==> config.mk <==
export PLATFORM = sky130hd
export DESIGN_NAME = ost_settle_timer
export DESIGN_NICKNAME = d
export VERILOG_FILES = /design/src/ost_pkg.sv /design/src/ost_settle_timer.sv /design/src/ost_edge_sync.sv
export SDC_FILE = /design/constraint.sdc
export NUM_CORES = 1
export LEC_CHECK = 0
export BUFFER_PORTS_ARGS = -buffer_cell sky130_fd_sc_hd__buf_2
export CAP_MARGIN = 15
export CORE_MARGIN = 2
export CORE_UTILIZATION = 50
export DETAILED_ROUTE_END_ITERATION = 16
export PLACE_DENSITY = 0.83
export SLEW_MARGIN = 40
export SYNTH_ARGS = -nofsm -noshare
export SYNTH_HDL_FRONTEND = slang
export SYNTH_SLANG_ARGS = --single-unit
==> constraint.sdc <==
create_clock -name SYS_CLK -period 3 [get_ports SYS_CLK]
set_clock_uncertainty 0.15 [all_clocks]
set_input_delay 0.45 -clock SYS_CLK [delete_from_list [all_inputs] [get_ports SYS_CLK]]
set_output_delay 0.45 -clock SYS_CLK [all_outputs]
set_load 0.05 [all_outputs]
==> src/ost_pkg.sv <==
// Package for the crystal settle timer: register map, fields, reset values, milestones.
// Assumes one system clock; the crystal arrives as a sampled pin level.
package ost_pkg;

  localparam logic [15:0] OST_ADDR_STATUS = 16'hffa3;
  localparam logic [15:0] OST_ADDR_SELECT = 16'hffa4;
  localparam logic [7:0] OST_STATUS_RST = 8'h00;
  localparam logic [7:0] OST_SELECT_RST = 8'h05;
  localparam int OST_SEL_W = 3;
  localparam int OST_FLAGS = 5;
  localparam int OST_CNT_W = 17;
  localparam int OST_OSC_ALIVE_EDGES = 4;

  // Milestone exponents, index 0 is the shortest wait
  localparam int OST_EXP_0 = 11;
  localparam int OST_EXP_1 = 13;
  localparam int OST_EXP_2 = 14;
  localparam int OST_EXP_3 = 15;
  localparam int OST_EXP_4 = 16;

  // Select codes
  localparam logic [2:0] OST_SEL_MIN = 3'h1;
  localparam logic [2:0] OST_SEL_MAX = 3'h5;

  // CPU bus request and CPU clock source
  typedef struct packed {
    logic rd;
    logic wr;
    logic bit_acc;
    logic [2:0] bit_pos;
    logic [15:0] addr;
    logic [7:0] wdata;
  } ost_bus_req_t;

  typedef enum logic [1:0] {OST_CLK_HIGH_INT, OST_CLK_CRYSTAL, OST_CLK_OTHER} ost_cpu_clk_t;

endpackage

==> src/ost_settle_timer.sv <==
// Crystal settle timer with status and select registers on the CPU byte bus.
// Assumes crystal pin sampled in SYS_CLK domain; standby control gives one-cycle events.
//
// Rules for this block and for the software that drives it
// Status register shows settle counter progress
// Status is read-only, bit or byte reads
// Resets, stop entry, oscillator halt clear status
// Flags set at 2^11,13,14,15,16 crystal cycles
// Flags set in order and stay set
// Counting ends at the selected wait
// Crystal CPU clock held until wait ends
// Software polls status on internal clock
// Select is byte-written, resets to 0x05
// Select codes 1..5 map to waits
// Software programs select before stop entry
// Select unchanged during a settle interval
// Select wait covers the checked milestone
// Counting starts once crystal really oscillates
// Counter advances on crystal cycles only
`timescale 1ns/1ps
module ost_settle_timer (
  // Clock and reset
  input wire logic SYS_CLK,
  input wire logic RST_N,
  // CPU register access
  input wire ost_pkg::ost_bus_req_t BUS_REQ,
  output logic [7:0] BUS_RDATA,
  output logic BUS_RVALID,
  // Clock and standby control
  input wire logic CRYSTAL_PIN,
  input wire logic STOP_ENTRY,
  input wire logic STOP_RELEASE,
  input wire logic MAIN_OSC_HALT,
  input wire ost_pkg::ost_cpu_clk_t CPU_CLK_SEL,
  // Status to the clock generator
  output logic CPU_HOLD,
  output logic SETTLE_DONE
);
  import ost_pkg::*;

  ////////////////////////////////////////////////////////////////////////////
  function automatic logic [OST_CNT_W-1:0] sel_limit(input logic [2:0] sel);
    case (sel)
      3'h1: sel_limit = OST_CNT_W'(1) << OST_EXP_0;
      3'h2: sel_limit = OST_CNT_W'(1) << OST_EXP_1;
      3'h3: sel_limit = OST_CNT_W'(1) << OST_EXP_2;
      3'h4: sel_limit = OST_CNT_W'(1) << OST_EXP_3;
      default: sel_limit = OST_CNT_W'(1) << OST_EXP_4;
    endcase
  endfunction

  function automatic logic [OST_CNT_W-1:0] flag_limit(input int idx);
    case (idx)
      0: flag_limit = OST_CNT_W'(1) << OST_EXP_0;
      1: flag_limit = OST_CNT_W'(1) << OST_EXP_1;
      2: flag_limit = OST_CNT_W'(1) << OST_EXP_2;
      3: flag_limit = OST_CNT_W'(1) << OST_EXP_3;
      default: flag_limit = OST_CNT_W'(1) << OST_EXP_4;
    endcase
  endfunction

  ////////////////////////////////////////////////////////////////////////////
  // Crystal edges
  logic xtal_rise;

  ost_edge_sync u_sync (
    .clk(SYS_CLK),
    .rst_n(RST_N),
    .pin(CRYSTAL_PIN),
    .rise(xtal_rise)
  );

  ////////////////////////////////////////////////////////////////////////////
  // Counter state
  typedef enum logic [1:0] {OST_IDLE, OST_WAKE, OST_COUNT, OST_DONE} ost_state_t;

  ost_state_t state_r, state_nxt;
  logic [OST_CNT_W-1:0] cnt_r, cnt_nxt;
  logic [2:0] alive_r, alive_nxt;
  logic [OST_FLAGS-1:0] flags_r, flags_nxt;
  logic [2:0] sel_r, sel_nxt;
  logic hold_r, hold_nxt;
  logic [7:0] rdata_r, rdata_nxt;
  logic rvalid_r, rvalid_nxt;
  logic [OST_CNT_W-1:0] limit;
  logic clear_ev;
  logic [7:0] status_byte;

  always_comb begin
    limit = sel_limit(sel_r);
    clear_ev = STOP_ENTRY | MAIN_OSC_HALT;
    state_nxt = state_r;
    cnt_nxt = cnt_r;
    alive_nxt = alive_r;
    flags_nxt = flags_r;
    hold_nxt = hold_r;
    case (state_r)
      OST_IDLE: begin
        if (xtal_rise && !MAIN_OSC_HALT) begin
          alive_nxt = 3'h1;
          state_nxt = OST_WAKE;
        end
      end
      OST_WAKE: begin
        // Start-up edges before steady oscillation are not counted
        if (xtal_rise) begin
          alive_nxt = alive_r + 3'h1;
          if (alive_r == 3'(OST_OSC_ALIVE_EDGES - 1)) begin
            state_nxt = OST_COUNT;
          end
        end
      end
      OST_COUNT: begin
        if (xtal_rise) begin
          cnt_nxt = cnt_r + OST_CNT_W'(1);
          if (cnt_nxt >= limit) begin
            state_nxt = OST_DONE;
          end
        end
      end
      OST_DONE: begin
        hold_nxt = 1'b0;
      end
      default: state_nxt = OST_IDLE;
    endcase
    for (int i = 0; i < OST_FLAGS; i++) begin
      // Sticky, thermometer order since limits grow with index
      if (cnt_nxt >= flag_limit(i)) begin
        flags_nxt[OST_FLAGS-1-i] = 1'b1;
      end
    end
    if (STOP_RELEASE && CPU_CLK_SEL == OST_CLK_CRYSTAL) begin
      hold_nxt = (state_nxt != OST_DONE);
    end
    if (clear_ev) begin
      state_nxt = OST_IDLE;
      cnt_nxt = '0;
      alive_nxt = '0;
      flags_nxt = '0;
    end
  end

  ////////////////////////////////////////////////////////////////////////////
  // Registers: select is byte-write only, status is read only
  always_comb begin
    status_byte = {3'h0, flags_r};
    sel_nxt = sel_r;
    if (BUS_REQ.wr && !BUS_REQ.bit_acc && BUS_REQ.addr == OST_ADDR_SELECT) begin
      sel_nxt = BUS_REQ.wdata[2:0];
    end
    rdata_nxt = 8'h00;
    rvalid_nxt = BUS_REQ.rd;
    if (BUS_REQ.rd) begin
      case (BUS_REQ.addr)
        OST_ADDR_STATUS: rdata_nxt = status_byte;
        OST_ADDR_SELECT: rdata_nxt = {5'h00, sel_r};
        default: rdata_nxt = 8'h00;
      endcase
      if (BUS_REQ.bit_acc) begin
        rdata_nxt = {7'h00, rdata_nxt[BUS_REQ.bit_pos]};
      end
    end
  end

  always_ff @(posedge SYS_CLK) begin
    if (!RST_N) begin
      state_r <= OST_IDLE;
      cnt_r <= '0;
      alive_r <= '0;
      flags_r <= '0;
      sel_r <= OST_SELECT_RST[2:0];
      hold_r <= 1'b0;
      rdata_r <= 8'h00;
      rvalid_r <= 1'b0;
    end else begin
      state_r <= state_nxt;
      cnt_r <= cnt_nxt;
      alive_r <= alive_nxt;
      flags_r <= flags_nxt;
      sel_r <= sel_nxt;
      hold_r <= hold_nxt;
      rdata_r <= rdata_nxt;
      rvalid_r <= rvalid_nxt;
    end
  end

  assign BUS_RDATA = rdata_r;
  assign BUS_RVALID = rvalid_r;
  assign CPU_HOLD = hold_r;
  logic done_r;
  always_ff @(posedge SYS_CLK) begin
    if (!RST_N) begin
      done_r <= 1'b0;
    end else begin
      done_r <= (state_nxt == OST_DONE);
    end
  end
  assign SETTLE_DONE = done_r;

  ////////////////////////////////////////////////////////////////////////////
  // Checks
  AST_CLEAR_ZERO: assert property (@(posedge SYS_CLK) disable iff (!RST_N)
    (STOP_ENTRY | MAIN_OSC_HALT) |=> flags_r == '0) else $error("status not cleared");
  AST_THERMO: assert property (@(posedge SYS_CLK) disable iff (!RST_N)
    flags_r inside {5'h00, 5'h10, 5'h18, 5'h1c, 5'h1e, 5'h1f}) else $error("flags out of order");
  AST_STICKY: assert property (@(posedge SYS_CLK) disable iff (!RST_N)
    !clear_ev |=> (flags_r & $past(flags_r)) == $past(flags_r)) else $error("flag dropped");
  AST_FIRST_AT: assert property (@(posedge SYS_CLK) disable iff (!RST_N)
    $rose(flags_r[4]) |-> cnt_r == (OST_CNT_W'(1) << OST_EXP_0)) else $error("first flag wrong time");
  AST_STOP_LIMIT: assert property (@(posedge SYS_CLK) disable iff (!RST_N)
    (state_r == OST_COUNT && $stable(sel_r)) |-> cnt_r < limit) else $error("count past select");
  AST_SEL_RESET: assert property (@(posedge SYS_CLK)
    !RST_N |=> sel_r == 3'h5) else $error("select reset value");
  AST_NO_WRITE_STATUS: assert property (@(posedge SYS_CLK) disable iff (!RST_N)
    (BUS_REQ.wr && BUS_REQ.addr == OST_ADDR_STATUS && !clear_ev && !xtal_rise) |=> $stable(flags_r))
    else $error("status written");
  AST_HOLD_RELEASE: assert property (@(posedge SYS_CLK) disable iff (!RST_N)
    (state_r == OST_DONE && !STOP_RELEASE && !clear_ev) |=> !hold_r) else $error("hold stuck");
  AST_NO_COUNT_IDLE: assert property (@(posedge SYS_CLK) disable iff (!RST_N)
    state_r == OST_IDLE |=> cnt_r == '0) else $error("counted before oscillation");

endmodule

==> src/ost_edge_sync.sv <==
// Crystal edge detector: three-stage pin synchroniser, one-cycle rising-edge pulse.
// Assumes each crystal level lasts at least two system cycles.
`timescale 1ns/1ps
module ost_edge_sync (
  // Clock and reset
  input wire logic clk,
  input wire logic rst_n,
  // Pin and edge
  input wire logic pin,
  output logic rise
);

  logic s1_r, s2_r, s3_r, lvl_r, rise_r;
  logic s1_nxt, s2_nxt, s3_nxt, lvl_nxt, rise_nxt;

  always_comb begin
    s1_nxt = pin;
    s2_nxt = s1_r;
    s3_nxt = s2_r;
    // Only the second and third stages are compared
    // A level counts once both agree, so a glitch in stage two is ignored
    lvl_nxt = (s2_r == s3_r) ? s3_r : lvl_r;
    rise_nxt = s2_r & s3_r & ~lvl_r;
  end

  always_ff @(posedge clk) begin
    if (!rst_n) begin
      s1_r <= 1'b0;
      s2_r <= 1'b0;
      s3_r <= 1'b0;
      lvl_r <= 1'b0;
      rise_r <= 1'b0;
    end else begin
      s1_r <= s1_nxt;
      s2_r <= s2_nxt;
      s3_r <= s3_nxt;
      lvl_r <= lvl_nxt;
      rise_r <= rise_nxt;
    end
  end

  assign rise = rise_r;

endmodule

==> results.md <==
* Simple-Gate Fraction of Synth Area at 29.87%
* Global-route wire length before repair at 7527 um
* Startpoint types: register
* Synth warn at 0
* Total power at 0.001167 W
* Root buffer cell: clkbuf_8
* Seq cells post-synth at 43
* Min-Delay Path Class: in -> reg
* DRT Wirelength at 4501 um
* FFs w/ async S/R, synth at 0%
* Critical path class: reg -> reg
* Switching Share at 20.16%
* Seq/Total Area, Yosys at 37.58%
* Initial antenna violation count at 0
* Maxcap violations at 0
* Tightest Pin Transition at 0.5150 ns
* Placed instance area at 2530 sq um
* Fin crit share at 91.77%
* Clock Sinks at 43
* Clk pwr share at 45.3%
* VDD IR max at 0.0002449 V
* # IOs at 49
* Final HPWL DP at 3285 um
* Core area at 4384 sq um
* Xor/xnor share of the synthesized area at 9.175%
* Post-cts sizing count at 0
* Synth area leaders: dfxtp_1, nor2_1, xnor2_1
* Worst EP required at 3.07 ns
* Ant diodes at 0
* Synthesized cell area at 2291 sq um
* Grt met3 use at 5.063%
* Combinational cell fraction of total power at 5.4%
* Post-DRT Antenna Nets at 0
* Fmax at 0.3632 GHz
* Clock Latency Late Sink at 0.30 ns
* Input/output buffers at 40
* Gr usage total at 18.62%
* Gate Count Post-Synth at 267
* RSZ-0062 raised after global routing: false
* Chip Width at 71.69 um
* CTS Hold Bufs at 0
* Fin Hold WS at 0.2069 ns
* Most common cell after layout, fill and taps aside: dfxtp_1
* Share of cells above drive strength 1 at 19.16%
* Final TNS setup at 0 ns
* Post-Synth Adder-Cell Area at 4.915%
* Largest net degree at the start of global routing at 29
* FP Rows at 24
* Met1 usage at 21.48%
* Clk slew on worst S/H paths at 0.09 ns
* Leakage power at 1.069 nW
* Multiplexer area fraction after synthesis at 3.058%
* DRC viols at 0
* Via count at 1,983
* Average cell area after synthesis at 8.580 sq um
* Pint at 0.0009320 W
* Slew Viols, Final at 0
* EDFF count, synth at 0
* Synth Flop Type: dfxtp_1
* Final setup vio count at 0
* Synth area leader: dfxtp_1
* Post-CTS Setup Bufs at 0
* H-Tree Depth at 2
* Final core area utilization at 60.73%
* Sw power at 0.0002353 W
* Synth Area in Compound Gates at 11.09%
* Die H at 71.69 um
* Nets at 354
* Starting density of the core at 52.25%
* CTS tree: yes
* Post-route cell area at 2663 sq um
* Final Hold Violating Endpoints at 0
* DRT Pass-1 Iters at 4
* Largest family of logic cells by synthesized area: simple AND/OR/NAND/NOR gates
* CP Capture Type: register
* Seq pwr share at 49.3%
* Run status: completed
* Power Density at 438.4 nW/um^2
* Crit path max fanout at 8
* Gr ovfl total at 0
* Met2 Use GR at 32.72%
* Vias in the first global route at 1,797
* Slew Limit Headroom at 65.67%
* Die area at 5139 sq um
* Min Clock Period, post-route at 2.753 ns
* Post-synth top area share at 37.58%
* Commonest cells after routing, fill and taps aside: dfxtp_1, buf_2, nor2_1, nand2_1, xnor2_1
* Initial DRC count at 71
* Vias per inst at 5.508
* Netlist cell types at 50
* GR peak layer: met2
* Avg WL per Cell at 12.50 um
* CTS Buf Count at 5
* Placer Congestion at 0.8202
* Synthesis-to-layout area growth at 16.22%
* CTS max path bufs at 2
* Crit path DAT at 2.83 ns
power by group through the flow:
stage	Sequential (W)	Clock, W	Combinational, W
floorplan	0.000596	0	0.0000309
global placement	0.000589	0	0.0000615
detailed placement	0.000589	0	0.0000632
CTS	0.000576	0.000539	0.0000635
global route	0.000576	0.000557	0.0000692
finish	0.000576	0.000528	0.0000632
critical path, stage by stage, from the launching register on:
cell,delay (ns)
dfxtp_1,0.41
and4_1,0.28
nand4_4,0.18
nor3_1,0.26
xor2_1,0.12
ha_1,0.30
and4_1,0.19
nand2_1,0.07
a211oi_1,0.19
a21boi_1,0.10
o221a_2,0.26
nor3_1,0.15
worst paths after layout:
kind / start / endpoint / slack (ns) / cells after the start
min reg2reg: u_sync.lvl_r / u_sync.rise / 0.26 / 1
max reg2reg: cnt_r[9] / SETTLE_DONE / 0.25 / 11
max: cnt_r[9] / SETTLE_DONE / 0.25 / 11
min: BUS_REQ[2] / sel_r[2] / 0.21 / 3
flip-flops by register name, indices dropped and copies added, names as in the netlist, 2 cells and up:
register / count
cnt_r: 17
alive_r: 3
sel_r: 3
state_r: 2
BUS_RDATA: 5
flags_r: 5
cells in the mapped netlist, types with 2 or more instances:
cell,count
and2_1,6
nand3b_1,3
and4_1,2
buf_4,4
nor2_1,37
inv_1,7
o21ai_0,6
nor3_1,8
nand2_1,21
ha_1,9
dfxtp_1,43
a31oi_1,3
a22o_1,2
or3_1,4
nand3_1,12
nor3b_1,3
a22oi_1,3
mux2i_1,7
clkbuf_1,7
and3b_1,3
a21oi_1,12
and3_1,5
a21o_1,3
a31o_1,2
xnor2_1,14
o2bb2ai_1,2
nor4_1,3
xor2_1,10
nand4_1,5
routing by layer:
metal,vias to the layer above,part of all wire [%]
met1,910,43
met2,58,49
li1,1009,-
met5,-,0
met4,0,1.7
met3,6,6.3
per-stage QoR:
stage                     instances  setup slack [ns]
after floorplan                 269            0.4146
after detailed placement        352            0.3025
after CTS                       360            0.2522
after global placement          352            0.3297
after global routing            360           0.01663
final                           360            0.2470
kinds of logic after synthesis:
family	after synthesis
multiplexers	7
flip-flops	43
adder cells (fa/ha/maj)	9
AND/OR/NAND/NOR	123
XOR/XNOR	24
AO/OA/AOI/OAI	39
other	1
buffers and inverters	21
final cells by class:
type                    instances  area (sq um)
fillers                       385          1722
multi-input cells             205          1344
flip-flops and latches         43         860.8
repair buffers                 44         230.2
clock buffers                   6         72.57
well taps                      52         65.06
clock inverters                 2         60.06
inverters                       8         30.03
No activity file was read; power rests on OpenSTA's default activity.
